File: src/urbm_pkg.sv
package urbm_pkg;

  // Register byte offsets, one aligned word each
  localparam logic [4:0] REG_DATA     = 5'h00;
  localparam logic [4:0] REG_CTRL     = 5'h04;
  localparam logic [4:0] REG_DIV_LOW  = 5'h08;
  localparam logic [4:0] REG_DIV_HIGH = 5'h0c;
  localparam logic [4:0] REG_STATUS   = 5'h10;

  // Control register fields
  localparam int CTRL_W            = 11;
  localparam int CTRL_RX_EN        = 0;
  localparam int CTRL_MP_FILTER    = 1;
  localparam int CTRL_DOUBLE_SPEED = 2;
  localparam int CTRL_PARITY_EN    = 3;
  localparam int CTRL_PARITY_ODD   = 4;
  localparam int CTRL_SIZE_LSB     = 5;
  localparam int CTRL_SYNC_MODE    = 8;
  localparam int CTRL_SYNC_POL     = 9;
  localparam int CTRL_STOP_TWO     = 10;
  localparam logic [CTRL_W-1:0] CTRL_RESET = 11'h000;

  // Status register fields
  localparam int STAT_RX_COMPLETE = 0;
  localparam int STAT_PARITY_ERR  = 1;
  localparam int STAT_NINTH_BIT   = 2;
  localparam int STAT_TX_BUSY     = 0;

  // Baud divisor
  localparam int              DIV_W     = 12;
  localparam logic [DIV_W-1:0] DIV_RESET = 12'h000;

  // Oversampling: last count per bit, first majority sample, half bit
  localparam logic [3:0] OVS_LAST_NORMAL     = 4'hf;
  localparam logic [3:0] OVS_LAST_DOUBLE     = 4'h7;
  localparam logic [3:0] SAMPLE_FIRST_NORMAL = 4'h7;
  localparam logic [3:0] SAMPLE_FIRST_DOUBLE = 4'h3;
  localparam logic [3:0] HALF_NORMAL         = 4'h8;
  localparam logic [3:0] HALF_DOUBLE         = 4'h4;

  // Character size codes
  localparam logic [2:0] CHAR_SIZE_9BIT = 3'h7;
  localparam logic [3:0] DATA_BITS_MAX  = 4'h9;

  // Data bits per character; reserved codes fall back to eight
  function automatic logic [3:0] frameDataBits(input logic [2:0] size);
    logic [3:0] n;
    n = 4'h8;
    case (size)
      3'h0:           n = 4'h5;
      3'h1:           n = 4'h6;
      3'h2:           n = 4'h7;
      3'h3:           n = 4'h8;
      CHAR_SIZE_9BIT: n = DATA_BITS_MAX;
      default:        n = 4'h8;
    endcase
    return n;
  endfunction

  // Expected parity bit over the low nbits of data
  function automatic logic parityOf(input logic [8:0] data, input logic [3:0] nbits,
                                    input logic odd);
    logic p;
    p = odd;
    for (int i = 0; i < 9; i++) begin
      if (4'(i) < nbits) begin
        p = p ^ data[i];
      end
    end
    return p;
  endfunction

endpackage

File: src/urbm_link_if.sv
interface urbm_link_if;
  logic serialData;
  logic syncClk;
  modport rx (input serialData, input syncClk);
  modport tx (output serialData, output syncClk);
endinterface

File: src/urbm_receiver.sv
// Overview of operation
// - Flag parity mismatch of next buffered character
// - Parity flag follows buffer head until read
// - Disabling receiver aborts reception immediately
// - Disabled receiver releases the serial pin
// - Disabling receiver empties receive FIFO
// - Software flushes by reading until complete clears
// - Oversample sixteen times, eight in double speed
// - Realign bit timing on each start bit
// - Majority of three samples decides bit
// - Filter drops non-address frames
// - Filter leaves transmitter untouched
// - Frame type from stop or ninth bit
// - Type one is address, zero data
// - Master uses nine-bit frames, ninth marks address
// - Address frames buffered and flagged normally
// - Slave software toggles filter per address
// - Short frames need two stop bits
// - Sync polarity selects change and sample edges
// - Divisor twelve bits split high and low
// - Low divisor write reloads prescaler
// - Divisor change mid-frame unprotected
// - Divisor bits fifteen to twelve read zero
//
// Register access over Avalon-MM and the placing of the registers were chosen for this implementation.
module urbm_receiver #(
  parameter int FIFO_DEPTH = 2
) (
  // Clock and reset
  input  wire logic        ref_clk,
  input  wire logic        rstn,
  input  wire logic        ce,
  // Avalon-MM slave
  input  wire logic [4:0]  address,
  input  wire logic        read,
  input  wire logic        write,
  input  wire logic [31:0] writedata,
  output logic      [31:0] readdata,
  output logic             waitrequest,
  // Serial line
  urbm_link_if.rx          link,
  // Pin ownership
  output logic             rxPinOwned
);

  typedef enum logic [3:0] {
    ST_IDLE  = 4'b0001,
    ST_START = 4'b0010,
    ST_DATA  = 4'b0100,
    ST_STOP  = 4'b1000
  } urbm_rx_state_t;

  localparam int PTR_W = (FIFO_DEPTH > 1) ? $clog2(FIFO_DEPTH) : 1;
  localparam logic [PTR_W:0] FIFO_FULL = (PTR_W + 1)'(FIFO_DEPTH);

  function automatic logic [PTR_W-1:0] nextPtr(input logic [PTR_W-1:0] p);
    return (p == PTR_W'(FIFO_DEPTH - 1)) ? '0 : PTR_W'(p + 1'b1);
  endfunction

  urbm_rx_state_t                   state;
  logic                             ack;
  logic                             accept;
  logic [urbm_pkg::CTRL_W-2:0]      ctrl;
  logic [urbm_pkg::DIV_W-1:0]       divisor;
  logic [urbm_pkg::DIV_W-1:0]       presc;
  logic                             tick;
  logic                             prevSyncClk;
  logic [3:0]                       cnt;
  logic [3:0]                       bitIdx;
  logic [1:0]                       majShift;
  logic [8:0]                       rxShift;
  logic                             parityBit;
  logic [9:0]                       fifoMem [FIFO_DEPTH];
  logic [PTR_W-1:0]                 wrPtr;
  logic [PTR_W-1:0]                 rdPtr;
  logic [PTR_W:0]                   fillCount;
  logic [9:0]                       head;

  wire logic       rxd         = link.serialData;
  wire logic       rxEnable    = ctrl[urbm_pkg::CTRL_RX_EN];
  wire logic       mpFilter    = ctrl[urbm_pkg::CTRL_MP_FILTER];
  wire logic       doubleSpeed = ctrl[urbm_pkg::CTRL_DOUBLE_SPEED];
  wire logic       parityEn    = ctrl[urbm_pkg::CTRL_PARITY_EN];
  wire logic       parityOdd   = ctrl[urbm_pkg::CTRL_PARITY_ODD];
  wire logic       syncMode    = ctrl[urbm_pkg::CTRL_SYNC_MODE];
  wire logic       syncPol     = ctrl[urbm_pkg::CTRL_SYNC_POL];
  wire logic [3:0] dataBits    =
    urbm_pkg::frameDataBits(ctrl[urbm_pkg::CTRL_SIZE_LSB +: 3]);
  wire logic [3:0] lastIdx     = 4'(dataBits + {3'h0, parityEn} - 4'h1);

  // Avalon handshake: one wait state on every access
  assign waitrequest = (read | write) & ~(ack & ce);
  assign accept      = (read | write) & ack & ce;
  wire logic regWrite = accept & write;
  wire logic dataRead = accept & read & (address == urbm_pkg::REG_DATA);

  always_ff @(posedge ref_clk or negedge rstn) begin
    if (!rstn) begin
      ack <= 1'b0;
    end else if (ce) begin
      ack <= (read | write) & ~ack;
    end
  end

  always_ff @(posedge ref_clk or negedge rstn) begin
    if (!rstn) begin
      ctrl <= urbm_pkg::CTRL_RESET[urbm_pkg::CTRL_W-2:0];
    end else if (ce && regWrite && address == urbm_pkg::REG_CTRL) begin
      ctrl <= writedata[urbm_pkg::CTRL_W-2:0];
    end
  end

  always_ff @(posedge ref_clk or negedge rstn) begin
    if (!rstn) begin
      divisor <= urbm_pkg::DIV_RESET;
    end else if (ce && regWrite && address == urbm_pkg::REG_DIV_LOW) begin
      divisor[7:0] <= writedata[7:0];
    end else if (ce && regWrite && address == urbm_pkg::REG_DIV_HIGH) begin
      divisor[11:8] <= writedata[3:0];
    end
  end

  assign tick = (presc == '0);

  // immediate reload on low write; no guard on change
  always_ff @(posedge ref_clk or negedge rstn) begin
    if (!rstn) begin
      presc <= urbm_pkg::DIV_RESET;
    end else if (ce) begin
      if (regWrite && address == urbm_pkg::REG_DIV_LOW) begin
        presc <= {divisor[11:8], writedata[7:0]};
      end else if (tick) begin
        presc <= divisor;
      end else begin
        presc <= presc - 12'h001;
      end
    end
  end

  // sixteen or eight samples per bit
  wire logic [3:0] ovsLast     = doubleSpeed ? urbm_pkg::OVS_LAST_DOUBLE
                                             : urbm_pkg::OVS_LAST_NORMAL;
  wire logic [3:0] sampleFirst = doubleSpeed ? urbm_pkg::SAMPLE_FIRST_DOUBLE
                                             : urbm_pkg::SAMPLE_FIRST_NORMAL;
  wire logic [3:0] decideAt    = 4'(sampleFirst + 4'h2);
  wire logic       busy        = (state != ST_IDLE);
  wire logic       asyncStep   = ~syncMode & tick;

  // sample on falling edge for polarity 0, rising for 1
  wire logic syncEdge = syncMode & (prevSyncClk != link.syncClk) & (link.syncClk == syncPol);

  wire logic majority = (majShift[1] & majShift[0]) | (majShift[1] & rxd) | (majShift[0] & rxd);
  wire logic bitStrobe = syncMode ? (syncEdge & busy) : (asyncStep & busy & cnt == decideAt);
  wire logic bitValue  = syncMode ? rxd : majority;
  wire logic startSeen = rxEnable & ~busy & ~rxd & (syncMode ? syncEdge : asyncStep);

  always_ff @(posedge ref_clk or negedge rstn) begin
    if (!rstn) begin
      prevSyncClk <= 1'b0;
    end else if (ce) begin
      prevSyncClk <= link.syncClk;
    end
  end

  // bit counter restarts at the start edge
  always_ff @(posedge ref_clk or negedge rstn) begin
    if (!rstn) begin
      cnt <= 4'h0;
    end else if (ce) begin
      if (startSeen) begin
        cnt <= 4'h1;
      end else if (asyncStep && busy) begin
        cnt <= (cnt == ovsLast) ? 4'h0 : 4'(cnt + 4'h1);
      end
    end
  end

  always_ff @(posedge ref_clk or negedge rstn) begin
    if (!rstn) begin
      majShift <= 2'h0;
    end else if (ce && asyncStep && busy && cnt >= sampleFirst && cnt < decideAt) begin
      majShift <= {majShift[0], rxd};
    end
  end

  // disable drops any frame in progress
  always_ff @(posedge ref_clk or negedge rstn) begin
    if (!rstn) begin
      state <= ST_IDLE;
    end else if (ce) begin
      if (!rxEnable) begin
        state <= ST_IDLE;
      end else if (startSeen) begin
        state <= syncMode ? ST_DATA : ST_START;
      end else if (bitStrobe) begin
        unique case (state)
          ST_START: state <= bitValue ? ST_IDLE : ST_DATA;
          ST_DATA:  state <= (bitIdx == lastIdx) ? ST_STOP : ST_DATA;
          ST_STOP:  state <= ST_IDLE;
          ST_IDLE:  state <= ST_IDLE;
        endcase
      end
    end
  end

  always_ff @(posedge ref_clk or negedge rstn) begin
    if (!rstn) begin
      bitIdx    <= 4'h0;
      rxShift   <= 9'h000;
      parityBit <= 1'b0;
    end else if (ce) begin
      if (startSeen) begin
        bitIdx  <= 4'h0;
        rxShift <= 9'h000;
      end else if (bitStrobe && state == ST_DATA) begin
        bitIdx <= 4'(bitIdx + 4'h1);
        if (bitIdx < dataBits) begin
          rxShift[bitIdx] <= bitValue;
        end else begin
          parityBit <= bitValue;
        end
      end
    end
  end

  // type from ninth bit or first stop; one means address
  wire logic frameType = (dataBits == urbm_pkg::DATA_BITS_MAX) ? rxShift[8] : bitValue;
  wire logic parityErr = parityEn & (urbm_pkg::parityOf(rxShift, dataBits, parityOdd) != parityBit);
  wire logic frameDone = bitStrobe & (state == ST_STOP) & rxEnable;
  // drop data frames under filter; address frames as normal
  wire logic push = frameDone & (~mpFilter | frameType) & (fillCount != FIFO_FULL);
  wire logic pop  = dataRead & (fillCount != '0);

  always_ff @(posedge ref_clk) begin
    if (ce && push) begin
      fifoMem[wrPtr] <= {parityErr, rxShift};
    end
  end

  always_ff @(posedge ref_clk or negedge rstn) begin
    if (!rstn) begin
      wrPtr     <= '0;
      rdPtr     <= '0;
      fillCount <= '0;
    end else if (ce) begin
      if (!rxEnable) begin
        wrPtr     <= '0;
        rdPtr     <= '0;
        fillCount <= '0;
      end else begin
        if (push) begin
          wrPtr <= nextPtr(wrPtr);
        end
        if (pop) begin
          rdPtr <= nextPtr(rdPtr);
        end
        fillCount <= (PTR_W + 1)'(fillCount + {PTR_W'(0), push} - {PTR_W'(0), pop});
      end
    end
  end

  assign head = (fillCount != '0) ? fifoMem[rdPtr] : 10'h000;

  // upper divisor bits read as zero
  always_ff @(posedge ref_clk or negedge rstn) begin
    if (!rstn) begin
      readdata <= 32'h0000_0000;
    end else if (ce && read && !ack) begin
      unique case (address)
        urbm_pkg::REG_DATA:     readdata <= {23'h000000, head[8:0]};
        urbm_pkg::REG_CTRL:     readdata <= {22'h000000, ctrl};
        urbm_pkg::REG_DIV_LOW:  readdata <= {24'h000000, divisor[7:0]};
        urbm_pkg::REG_DIV_HIGH: readdata <= {28'h0000000, divisor[11:8]};
        urbm_pkg::REG_STATUS:   readdata <= {29'h00000000, head[8], head[9], fillCount != '0};
        default:                readdata <= 32'h0000_0000;
      endcase
    end
  end

  assign rxPinOwned = rxEnable;

endmodule

File: src/flat_wrapper.sv
// flat-port wrapper written by rule: the top's interface ports become plain ports
module urbm_receiver_flat 
#(
  parameter int FIFO_DEPTH = 2
)
  (ref_clk, rstn, ce, address, read, write, writedata, readdata, waitrequest, rxPinOwned, link_serialData, link_syncClk);
  urbm_link_if link_i ();
  input  wire logic ref_clk;
  input  wire logic rstn;
  input  wire logic ce;
  input  wire logic [4:0] address;
  input  wire logic read;
  input  wire logic write;
  input  wire logic [31:0] writedata;
  output logic      [31:0] readdata;
  output logic waitrequest;
  output logic rxPinOwned;
  input wire logic [$bits(link_i.serialData)-1:0] link_serialData;
  input wire logic [$bits(link_i.syncClk)-1:0] link_syncClk;
  assign link_i.serialData = link_serialData;
  assign link_i.syncClk = link_syncClk;
  urbm_receiver #(.FIFO_DEPTH(FIFO_DEPTH)) u_core (.ref_clk(ref_clk), .rstn(rstn), .ce(ce), .address(address), .read(read), .write(write), .writedata(writedata), .readdata(readdata), .waitrequest(waitrequest), .link(link_i), .rxPinOwned(rxPinOwned));
endmodule
File: config.mk
export PLATFORM = sky130hd
export DESIGN_NAME = urbm_receiver_flat
export DESIGN_NICKNAME = d
export VERILOG_FILES = /design/src/urbm_pkg.sv /design/src/urbm_link_if.sv /design/src/urbm_receiver.sv /design/src/flat_wrapper.sv
export SDC_FILE = /design/constraint.sdc
export NUM_CORES = 1
export LEC_CHECK = 0
export BUFFER_PORTS_ARGS = -buffer_cell sky130_fd_sc_hd__buf_4
export CORE_MARGIN = 4
export CORE_UTILIZATION = 58
export CTS_CLUSTER_DIAMETER = 100
export CTS_CLUSTER_SIZE = 24
export DETAILED_ROUTE_END_ITERATION = 16
export HOLD_SLACK_MARGIN = 0.06
export PLACE_DENSITY = 0.93
export SETUP_SLACK_MARGIN = 0.1
export SYNTH_ARGS = -nofsm -noshare
export SYNTH_HDL_FRONTEND = slang
export SYNTH_SLANG_ARGS = --single-unit
File: constraint.sdc
create_clock -name ref_clk -period 3.8 [get_ports ref_clk]
set_clock_uncertainty 0.15 [all_clocks]
set_input_delay 0.19 -clock ref_clk [delete_from_list [all_inputs] [get_ports ref_clk]]
set_output_delay 0.19 -clock ref_clk [all_outputs]
set_load 0.1 [all_outputs]
# After elaboration in Yosys (flattened, before gate mapping)
# Memories as Yosys holds them, arrays and structs flattened.
# Cells that the tools add are included.
# Widths: inputs -> output; s select.
[totals]
ramBits = 20
output_inout_bits = 34
reg_bits = 96
elab_cells = 191
mem_count = 1
[classes]
bitwise = 48
addsub = 10
order_cmp = 14
reduce_logical = 32
n_mux = 47
eq_ne = 23
[memory_table]
columns = ["name", "words", "width", "rd", "rd_ports_with_merged_regs", "wr", "line_no", "rtl"]
rows = [
  ["u_core.fifoMem", 2, 10, 1, 0, 1, "urbm_receiver.sv:73", "logic [9:0] fifoMem [FIFO_DEPTH];"],
]
[op_table]
columns = ["operator", "n"]
rows = [
  ["$pmux 10 s5", 1],
  ["$mux 4", 10],
  ["$mux 9", 3],
  ["$and 1x1->1", 26],
  ["$mux 12", 2],
  ["$mux 1", 22],
  ["$lt 3x4->1 const A", 4],
  ["$pmux 4 s4", 1],
  ["$logic_and 1x1->1", 15],
  ["$eq 4x4->1", 3],
  ["$logic_not 12->1", 1],
  ["$pmux 4 s3", 1],
  ["$reduce_and 2->1", 6],
  ["$sub 12x1->12 const B", 1],
  ["$eq 5x4->1 const B", 2],
  ["$mux 10", 1],
  ["$bwmux 9", 1],
  ["$mux 3", 3],
  ["$not 1->1", 9],
  ["$xor 1x1->1", 9],
  ["$add 4x1->4 const B", 2],
  ["$eq 4x4->1 const B", 2],
  ["$lt 1x4->1 const A", 2],
  ["$lt 2x4->1 const A", 2],
  ["34 further kinds", 45],
]

# Depth between registers and ports, before layout
# Gate-level depths: netlist (run 1).
[depth]
word_depth = 22
depth_mapped = 12
depth_no_buf = 12

# Worst setup path after synthesis (run 1)
# OpenSTA, ideal clock, no wires.
[synth_path]
path_type = "register to register"
from = "register u_core.presc[0] (netlist name)"
to = "memory u_core.fifoMem[0][0], enable pin"
stages_incl_launch_ff = 8
required_ns = 3.258
setup_ns = 0.392
path_buffers = 0
path_slack_ns = 0.852
arrival_time_ns = 2.406
path_cell_list = "dfrtp_1 inv_1 ha_1 nor4b_1 and4b_1 o21a_1 and3_1 nor3b_1"
[synth_via]
elab_chain_len = 12
[synth_lines]
columns = ["element", "line_no", "rtl"]
rows = [
  ["start: declaration", "urbm_receiver.sv:65", "logic [urbm_pkg::DIV_W-1:0] presc;"],
  ["start signal: assignment", "urbm_receiver.sv:128", "presc <= urbm_pkg::DIV_RESET;"],
  ["start signal: assignment", "urbm_receiver.sv:131", "presc <= {divisor[11:8], writedata[7:0]};"],
  ["start signal: assignment", "urbm_receiver.sv:133", "presc <= divisor;"],
  ["$logic_not 12->1", "urbm_receiver.sv:123", "assign tick = (presc == '0);"],
  ["$and 1x1->1", "urbm_receiver.sv:147", "wire logic asyncStep = ~syncMode & tick;"],
  ["$and 1x1->1 (2 in a row)", "urbm_receiver.sv:153", "wire logic bitStrobe = syncMode ? (syncEdge & busy) : (asyncStep & busy & cnt == decideAt);"],
  ["$mux 1", "urbm_receiver.sv:153", ""],
  ["$and 1x1->1 (2 in a row)", "urbm_receiver.sv:229", "wire logic frameDone = bitStrobe & (state == ST_STOP) & rxEnable;"],
  ["$and 1x1->1 (2 in a row)", "urbm_receiver.sv:231", "wire logic push = frameDone & (~mpFilter | frameType) & (fillCount != FIFO_FULL);"],
  ["$logic_and 1x1->1", "urbm_receiver.sv:235", "if (ce && push) begin"],
  ["$mux 1", "urbm_receiver.sv:235", ""],
  ["$mux 1 (not written as such)", "urbm_receiver.sv:236", "fifoMem[wrPtr] <= {parityErr, rxShift};"],
  ["end: declaration", "urbm_receiver.sv:73", ""],
]
# Every way passes these cells.

# Worst setup path in the final report (run 1)
[layout_path]
from = "register u_core.presc[0] (netlist name)"
to = "memory u_core.fifoMem[1][9], enable pin"
# Same word-level chain as after synthesis.

==> results of run 1 <==
stage by stage:
stage	instance area, um^2	total power [uW]	worst slack [ns]	utilization
6_report	6020	2690	0.869	0.651
5_1_grt	6020	2820	0.639	0.651
3_3_place_gp	5720	2020	1.07	0.619
3_5_place_dp	5720	2080	0.932	0.619
4_1_cts	6020	2670	0.897	0.651
2_1_floorplan	5570	1900	0.852	-
path summary, 6_finish.rpt:
check / start / to / slack [ns] / cells past startpoint
min in group asynchronous: rstn / u_core.rxShift[6] / 0.34 / 2
setup / recovery: u_core.presc[0] / u_core.fifoMem[1][9] / 0.87 / 7
hold reg to reg: u_core.readdata[4] / u_core.readdata[4] / 0.36 / 2
setup reg to reg: u_core.presc[0] / u_core.fifoMem[1][9] / 0.87 / 7
hold / removal: ce / u_core.presc[2] / 0.09 / 3
max in group asynchronous: rstn / u_core.presc[7] / 2.51 / 2
per-layer routing:
metal,global-route usage,share of wire,up-vias
met3,0.0472,0.076,42
met4,0.126,0.036,0
met1,0.303,0.39,2216
met5,0,0,-
met2,0.417,0.50,246
li1,-,-,2046
what timing repair did:
item	in CTS	in global routing
endpoints found under the hold margin	105	0
hold buffers	13	0
setup buffers	0	0
setup endpoints to repair	0	0
placed cells by master, fill, tap and decap left out, drive strengths merged, types with 13 or more instances in the layout:
master,netlist,final
dfrtp,73,73
nand2,64,64
nor2,38,38
buf,29,35
o21ai,34,34
inv,26,26
conb,1,22
edfxtp,20,20
ha,19,19
a21oi,18,18
mux2i,18,18
dlygate4sd3,0,13
mux2,13,13
power groups by stage:
stage | logic (uW) | registers (uW) | clock network (uW)
finish | 768 | 1320 | 598
global route | 840 | 1340 | 647
floorplan | 628 | 1280 | 0
global placement | 706 | 1320 | 0
detailed placement | 748 | 1330 | 0
CTS | 761 | 1310 | 596
synth_stat cells (7+ instances only):
library cell  count  share of area
clkbuf_1         18          0.012
ha_1             19          0.043
o31ai_1          10          0.014
nand3_1          12          0.011
nor3_1            7         0.0064
mux2i_1          18          0.033
inv_1            26          0.018
o21ai_0          31          0.028
nor2_1           38          0.026
and3_1            8         0.0091
a211oi_1          7         0.0096
a21oi_1          18          0.016
nand2_1          64          0.044
or3_1             7         0.0080
mux2_2           12          0.025
dfrtp_1          73           0.33
buf_4            23          0.031
xnor2_1          11          0.018
a31oi_1           8         0.0091
nand4_1           9          0.010
nor2b_1           7         0.0080
edfxtp_1         20           0.11
a211o_1           7          0.011
logic make-up (layout without fill, tap and decap cells):
family | count (synthesis) | after routing
buf+inv | 73 | 90
compound gates | 126 | 126
simple gates | 191 | 191
mux | 32 | 32
other cells | 1 | 22
fa+ha+maj | 19 | 19
flops | 94 | 94
xor+xnor | 18 | 18
area by class of cell:
cell class	count	area, um^2	share of cell area
tap	129	161	0.0268
clock inverter	5	36.3	0.00603
sequential	94	2450	0.408
clock buffer	11	131	0.0218
timing repair buffer	48	393	0.0653
inverter	26	97.6	0.0162
multi-input combinational	408	2740	0.456
worst max-delay path: stages (launching register included):
cell and delay [ns]:
dfrtp_1 0.43, inv_1 0.12, ha_1 0.17, nor4b_1 0.36, and4b_1 0.37, o21a_1 0.26
and3_1 0.24, and3_1 0.46
sequential cells by signal, indices dropped and copies added, names as in the netlist:
register / flops
u_core.fifoMem: 20
u_core.divisor: 12
u_core.presc: 12
u_core.ctrl: 10
u_core.readdata: 10
u_core.rxShift: 9
u_core.bitIdx: 4
u_core.cnt: 4
u_core.state: 4
u_core.fillCount: 2
u_core.majShift: 2
u_core.ack: 1
u_core.parityBit: 1
u_core.prevSyncClk: 1
u_core.rdPtr: 1
u_core.wrPtr: 1
==> impl_metrics.env, run 1 <==
export IMPL_status="finished clean"
export IMPL_setup_violations=0
export IMPL_row_count=35
export IMPL_fin_crit_ns=2.93
export IMPL_clock_latency_ns=0.37
export IMPL_synth_xor_area_frac=0.0312
export IMPL_crit_arrival_ns=2.80
export IMPL_relSlewSlack=0.359
export IMPL_yosys_warnings=0
export IMPL_rsz0062_at_grt="no"
export IMPL_peakVddDrop_mv=0.232
export IMPL_cp_end_kind="flip-flop"
export IMPL_vias=4550
export IMPL_first_iter_violations=416
export IMPL_synth_area_mux_share=0.0636
export IMPL_cts_tree="built"
export IMPL_ant_nets=0
export IMPL_dieWidth_um=105
export IMPL_cts_resized=0
export IMPL_synth_top_family_by_area="simple AND/OR/NAND/NOR gates"
export IMPL_timing_fmax_mhz=341
export IMPL_power_share_clock=0.223
export IMPL_ys_types=72
export IMPL_drt_vias_per_instance=6.31
export IMPL_dpl_cell_count=692
export IMPL_period_share=0.771
export IMPL_path_clk_slew_ns=0.10
export IMPL_cellPowerDensity_nw_per_um2=446
export IMPL_port_buffers=33
export IMPL_swShare=0.378
export IMPL_hp_class="in2reg"
export IMPL_ys_seq_area_frac=0.447
export IMPL_fp_dieArea_um2=11100
export IMPL_grt_pass1_vias=4480
export IMPL_antenna_cells=0
export IMPL_slew_viol_final=0
export IMPL_cp_max_fo=10
export IMPL_drc=0
export IMPL_postSynth_asyncResetShare=0.787
export IMPL_grt_pass1_wl_um=21900
export IMPL_clockBufferDepth=2
export IMPL_grt_max_degree=75
export IMPL_routed_wirelength_um=13400
export IMPL_drv_cap=0
export IMPL_synth_fa_ha_area_frac=0.0433
export IMPL_start_util=0.594
export IMPL_ys_flop_type="dfrtp_1"
export IMPL_combPwrFrac=0.286
export IMPL_tightestPinTransition_ns=0.962
export IMPL_whs_ns=0.0926
export IMPL_dp_hpwl_um=9860
export IMPL_power_net_switching_uw=1010
export IMPL_crit_type="reg2reg"
export IMPL_syn_area_per_cell_um2=9.90
export IMPL_p_leak_uw=0.00275
export IMPL_tns_ns=0
export IMPL_p_int_uw=1670
export IMPL_htreeDepth=3
export IMPL_fillCellCount=674
export IMPL_io_pins=78
export IMPL_coreArea_um2=9240
export IMPL_netlist_instances=554
export IMPL_instances_no_fill=721
export IMPL_synthesis_area_um2=5490
export IMPL_cts_root_buf="clkbuf_8"
export IMPL_die_y_um=105
export IMPL_antenna_found_initial=0
export IMPL_synth_compound_area_frac=0.161
export IMPL_clkSinkCount=94
export IMPL_drive_gt1_frac=0.133
export IMPL_synth_simple_gate_area_frac=0.185
export IMPL_p_seq_frac=0.492
export IMPL_drtPass1Iterations=5
export IMPL_ys_ff_latch=94
export IMPL_synth_edff_count=20
export IMPL_critPathLaunchType="flip-flop"
export IMPL_syn2layout_area_growth_pct=9.67
export IMPL_globalplace_congestion=0.925
export IMPL_wl_per_cell_um=18.5
export IMPL_track_usage=0.248
export IMPL_fin_nets=650
export IMPL_hold_viol=0
export IMPL_numCtsBuffers=9
export IMPL_grt_overflow=0
export IMPL_required_ns=3.67
No activity file was read; power rests on OpenSTA's default activity.
==> run 2, diff against run 1 <==
==> constraint.sdc (replaced) <==
create_clock -name ref_clk -period 3 [get_ports ref_clk]
set_clock_uncertainty 0.15 [all_clocks]
set_input_delay 0.15 -clock ref_clk [delete_from_list [all_inputs] [get_ports ref_clk]]
set_output_delay 0.15 -clock ref_clk [all_outputs]
set_load 0.1 [all_outputs]
==> run 2 against run 1 <==
Effect of this change: final cell count increased by 0.69%; utilization increased by 0.84 points; critical endpoint is now u_core.state[2]; power increased by 32%; non-clock buffer count increased by 5; fmax increased by 7.3%; first-iteration DRC count increased by 18%; highest routed layer unchanged.
==> impl_metrics.env, run 2 (synthesized netlist as in run 1, its figures left out) <==
export IMPL_status="finished clean"
export IMPL_coreArea_um2=9240
export IMPL_drtPass1Iterations=5
export IMPL_ant_nets=0
export IMPL_max_stage_delay_ns=0.49
export IMPL_utilization=0.660
export IMPL_r2r_cells=9
export IMPL_rsz0062_at_grt="no"
export IMPL_instances_no_fill=726
export IMPL_io_pins=78
export IMPL_drt_vias_per_instance=6.40
export IMPL_whs_path_depth=3
export IMPL_worstPathBufferInverterCount=0
export IMPL_cts_tree="built"
export IMPL_reg_top3="u_core.fifoMem: 20 flops, u_core.divisor: 12 flops, u_core.presc: 12 flops"
export IMPL_relSlewSlack=0.353
export IMPL_setup_violations=0
export IMPL_slew_viol_final=0
export IMPL_r2r_slack_ns=0.27
export IMPL_cp_max_fo=7
export IMPL_fin_nets=655
export IMPL_required_ns=3.11
export IMPL_track_usage=0.258
export IMPL_regMostFlops="u_core.fifoMem"
export IMPL_period_share=0.910
export IMPL_cellPowerDensity_nw_per_um2=582
export IMPL_worstReg2RegStart="u_core.ctrl[7]"
export IMPL_fin_crit_ns=2.73
export IMPL_dpl_cell_count=697
export IMPL_globalplace_congestion=0.914
export IMPL_crit_arrival_ns=2.85
export IMPL_vias=4646
export IMPL_row_count=35
export IMPL_cp_end_kind="flip-flop"
export IMPL_routed_wirelength_um=14100
export IMPL_critPathLaunchType="flip-flop"
export IMPL_drc=0
export IMPL_cts_setup_buffers=0
export IMPL_cts_root_buf="clkbuf_8"
export IMPL_hold_end="u_core.presc[3]"
export IMPL_timing_fmax_mhz=366
export IMPL_numCtsBuffers=9
export IMPL_tns_ns=0
export IMPL_die_y_um=105
export IMPL_antenna_found_initial=0
export IMPL_antenna_cells=0
export IMPL_grt_max_degree=75
export IMPL_layout_common_cells="dfrtp_1 (73), nand2_1 (64), buf_4 (40)"
export IMPL_grt_pass1_wl_um=22900
export IMPL_min_from="ce"
export IMPL_path_delay_family="compound AO/OA/AOI/OAI gates"
export IMPL_hp_class="in2reg"
export IMPL_peakVddDrop_mv=0.311
export IMPL_clock_latency_ns=0.38
export IMPL_r2r_end="u_core.state[2]"
export IMPL_drive_gt1_frac=0.147
export IMPL_grt_pass1_vias=4571
export IMPL_path_clk_slew_ns=0.09
export IMPL_crit_type="reg2reg"
export IMPL_first_iter_violations=492
export IMPL_port_buffers=33
export IMPL_syn2layout_area_growth_pct=11.1
export IMPL_drv_cap=0
export IMPL_fillCellCount=671
export IMPL_wl_per_cell_um=19.5
export IMPL_start_util=0.594
export IMPL_mostFrequentLayoutCell="dfrtp_1"
export IMPL_dieWidth_um=105
export IMPL_largest_reg_flops=20
export IMPL_hold_viol=0
export IMPL_htreeDepth=3
export IMPL_cp_slowest_cell="dfrtp_1"
export IMPL_clockBufferDepth=2
export IMPL_crit_chain="and3_1 -> nor2_1 -> ha_1 -> ha_1 -> xnor2_1 -> a211o_1 -> o21ai_0 -> o21ai_0 -> a221o_1"
export IMPL_tightestPinTransition_ns=0.971
export IMPL_clkSinkCount=94
export IMPL_dp_hpwl_um=9970
export IMPL_fp_dieArea_um2=11100
export IMPL_p_leak_uw=0.00281
export IMPL_grt_overflow=0
## run 2: how the worst max path moves through the flow
stage,startpoint,end,slack (ns),depth (start not counted)
detailed placement,u_core.presc[0],u_core.fifoMem[1][2],0.21,7
finish,u_core.ctrl[7],u_core.state[2],0.27,9
CTS,u_core.presc[0],u_core.fifoMem[1][5],0.14,7
global route,u_core.ctrl[7],u_core.state[2],0.16,9
floorplan,u_core.presc[0],u_core.fifoMem[0][0],0.41,7
global placement,u_core.presc[0],u_core.fifoMem[1][9],0.38,7
## run 2: final cells by class
class | count | area [um^2] | area share
multi-input combinational | 408 | 2760 | 0.452
timing repair buffer | 53 | 430 | 0.0706
tap | 129 | 161 | 0.0265
sequential | 94 | 2450 | 0.403
clock inverter | 7 | 71.3 | 0.0117
clock buffer | 9 | 124 | 0.0203
inverter | 26 | 97.6 | 0.0160
## run 2: repair_timing
item | 4_1_cts | 5_1_grt
hold buffers | 13 | 0
endpoints found under the setup margin | 0 | 17
endpoints found under the hold margin | 105 | 0
gates resized for setup | 0 | 2
## run 2: per-layer routing
layer | share of wire | up-vias | track usage
met5 | 0 | - | 0
met4 | 0.042 | 0 | 0.142
met1 | 0.38 | 2263 | 0.315
met3 | 0.081 | 60 | 0.0398
met2 | 0.50 | 273 | 0.437
li1 | - | 2050 | -
## run 2: through the flow
| stage | setup WS [ns] | power (uW) | hold WS [ns] | area, um^2 |
|---|---|---|---|---|
| floorplan | 0.411 | 2420 | -0.296 | 5570 |
| global placement | 0.378 | 2590 | 0.196 | 5760 |
| detailed placement | 0.212 | 2660 | 0.209 | 5760 |
| CTS | 0.140 | 3510 | 0.0650 | 6090 |
| global route | 0.156 | 3710 | 0.0922 | 6090 |
| finish | 0.269 | 3550 | 0.0732 | 6090 |
## run 2: report_power, final
| part | switching, uW | internal (uW) |
|---|---|---|
| Sequential | 237 | 1440 |
| Clock | 478 | 387 |
| Combinational | 614 | 393 |
| Total | 1330 | 2220 |
## run 2: tightest hold or removal path, delay by kind of cell
family	cells	cell delay, ns
buf+inv	1	0.23
simple gates	1	0.13
compound gates	1	0.04
==> run 3, diff against run 2 <==
--- a/config.mk
+++ b/config.mk
@@ -7,12 +7,12 @@
 export LEC_CHECK = 0
 export BUFFER_PORTS_ARGS = -buffer_cell sky130_fd_sc_hd__buf_4
 export CORE_MARGIN = 4
-export CORE_UTILIZATION = 58
+export CORE_UTILIZATION = 30
 export CTS_CLUSTER_DIAMETER = 100
 export CTS_CLUSTER_SIZE = 24
 export DETAILED_ROUTE_END_ITERATION = 16
 export HOLD_SLACK_MARGIN = 0.06
-export PLACE_DENSITY = 0.93
+export PLACE_DENSITY = 0.48
 export SETUP_SLACK_MARGIN = 0.1
 export SYNTH_ARGS = -nofsm -noshare
 export SYNTH_HDL_FRONTEND = slang
==> constraint.sdc (replaced) <==
create_clock -name ref_clk -period 3.01 [get_ports ref_clk]
set_clock_uncertainty 0.15 [all_clocks]
set_input_delay 0.1505 -clock ref_clk [delete_from_list [all_inputs] [get_ports ref_clk]]
set_output_delay 0.1505 -clock ref_clk [all_outputs]
set_load 0.1 [all_outputs]
==> run 3 against run 2 <==
Effect of this change: sequential share of layout area decreased by 1.8 points; worst hold slack improved by 0.017 ns; utilization decreased by 30 points; final cell count increased by 15%; combinational power about the same; critical path type unchanged; critical endpoint is now u_core.majShift[0]; highest routed layer unchanged.
==> impl_metrics.env, run 3 (synthesized netlist as in run 1, its figures left out) <==
export IMPL_status="finished clean"
export IMPL_grt_overflow=0
export IMPL_r2r_cells=7
export IMPL_start_util=0.305
export IMPL_slew_viol_final=0
export IMPL_peakVddDrop_mv=0.292
export IMPL_layout_common_cells="dfrtp_1 (73), nand2_1 (64), buf_4 (47)"
export IMPL_antenna_cells=0
export IMPL_crit_type="reg2reg"
export IMPL_cts_root_buf="clkbuf_16"
export IMPL_cts_resized=0
export IMPL_hold_viol=0
export IMPL_crit_arrival_ns=2.69
export IMPL_regMostFlops="u_core.fifoMem"
export IMPL_fp_dieArea_um2=20500
export IMPL_routed_wirelength_um=15100
export IMPL_largest_reg_flops=20
export IMPL_hp_class="in2reg"
export IMPL_drtPass1Iterations=4
export IMPL_setup_violations=0
export IMPL_p_seq_frac=0.431
export IMPL_rsz0062_at_grt="no"
export IMPL_period_share=0.867
export IMPL_antenna_found_initial=0
export IMPL_globalplace_congestion=0.837
export IMPL_reg_top3="u_core.fifoMem: 20 flops, u_core.divisor: 12 flops, u_core.presc: 12 flops"
export IMPL_min_from="address[0]"
export IMPL_swShare=0.340
export IMPL_crit_start="u_core.presc[0]"
export IMPL_final_area_um2=6380
export IMPL_path_clk_slew_ns=0.06
export IMPL_dp_slack_ns=0.405
export IMPL_syn2layout_area_growth_pct=16.3
export IMPL_track_usage=0.151
export IMPL_whs_path_depth=3
export IMPL_cellPowerDensity_nw_per_um2=607
export IMPL_power_share_clock=0.314
export IMPL_worstPathBufferInverterCount=1
export IMPL_fin_nets=662
export IMPL_first_iter_violations=340
export IMPL_grt_max_degree=75
export IMPL_cts_setup_buffers=0
export IMPL_numCtsBuffers=9
export IMPL_io_pins=78
export IMPL_cts_tree="built"
export IMPL_wl_per_cell_um=18.1
export IMPL_cp_max_fo=5
export IMPL_critPathLaunchType="flip-flop"
export IMPL_utilization=0.355
export IMPL_path_delay_family="simple AND/OR/NAND/NOR gates"
export IMPL_grt_pass1_wl_um=23900
export IMPL_ant_nets=0
export IMPL_max_stage_delay_ns=0.41
export IMPL_drc=0
export IMPL_drv_cap=0
export IMPL_p_leak_uw=0.00289
export IMPL_place_area_um2=5940
export IMPL_worstReg2RegStart="u_core.presc[0]"
export IMPL_tns_ns=0
export IMPL_relSlewSlack=0.307
export IMPL_dieWidth_um=143
export IMPL_mostFrequentLayoutCell="dfrtp_1"
export IMPL_cp_end_kind="flip-flop"
export IMPL_clockBufferDepth=2
export IMPL_crit_chain="inv_1 -> ha_1 -> nor4b_1 -> nand4b_1 -> nor3_2 -> and3_1 -> mux2_2"
export IMPL_cp_slowest_cell="dfrtp_1"
export IMPL_dp_hpwl_um=11100
export IMPL_worstSetupPathDepth=7
export IMPL_combPwrFrac=0.255
export IMPL_vias=4360
export IMPL_row_count=49
export IMPL_required_ns=3.10
export IMPL_htreeDepth=3
export IMPL_drt_vias_per_instance=5.23
export IMPL_clock_latency_ns=0.35
export IMPL_power_net_switching_uw=1320
export IMPL_grt_pass1_vias=4268
export IMPL_p_int_uw=2560
export IMPL_port_buffers=33
export IMPL_fin_crit_ns=2.61
export IMPL_clkSinkCount=94
export IMPL_timing_fmax_mhz=383
export IMPL_whs_ns=0.0904
export IMPL_die_y_um=143
export IMPL_coreArea_um2=18000
export IMPL_fin_ws_ns=0.401
export IMPL_tightestPinTransition_ns=1.04
export IMPL_drive_gt1_frac=0.151
-- run 3: cell types whose count changed in the layout (fill, tap and decap cells not counted), moves of 2 or more --
cell       change
inv_6          -2
buf_4          +7
clkbuf_8       -9
clkbuf_1       +3
clkbuf_16      +9
-- run 3: timing repair --
item                                    4_1_cts  5_1_grt
endpoints found under the hold margin       105        0
endpoints found under the setup margin        0        0
hold buffers                                 13        0
-- run 3: stage by stage --
step           std cells  total power (uW)
3_5_place_dp         804              2670
5_1_grt              833              4100
3_3_place_gp         804              2640
6_report             833              3870
2_1_floorplan        575              2410
4_1_cts              833              3910
-- run 3: final timing paths --
check | to | slack (ns)
worst max-delay path | u_core.majShift[0] | 0.40
worst min-delay path | u_core.readdata[0] | 0.09
worst max register to register | u_core.majShift[0] | 0.40
worst min register to register | u_core.readdata[0] | 0.34
max in group asynchronous | u_core.readdata[6] | 1.67
min in group asynchronous | u_core.rxShift[3] | 0.36
-- run 3: layout make-up --
class	instances	area, um^2
fill	1809	11600
multi-input combinational	408	2750
sequential	94	2450
timing repair buffer	60	483
tap	229	287
clock buffer	12	236
inverter	26	97.6
clock inverter	4	72.6
-- run 3: layer usage --
metal / up-vias / GRT usage / wire length [um]
met5: - / 0 / 0
met3: 20 / 0.0211 / 578
met1: 2178 / 0.212 / 7170
met2: 91 / 0.239 / 7010
li1: 2071 / - / -
met4: 0 / 0.0555 / 305
-- run 3: worst register-to-register path: stages (launching register included) --
cell and delay, ns:
dfrtp_1 0.41, inv_1 0.12, ha_1 0.17, nor4b_1 0.40, nand4b_1 0.30, nor3_2 0.37, and3_1 0.25, mux2_2 0.34
-- run 3: power by group through the flow --
stage | combinational, uW | clock [uW] | sequential [uW]
floorplan | 801 | 0 | 1610
global placement | 961 | 0 | 1680
detailed placement | 975 | 0 | 1690
CTS | 993 | 1240 | 1670
global route | 1110 | 1300 | 1700
finish | 987 | 1220 | 1670
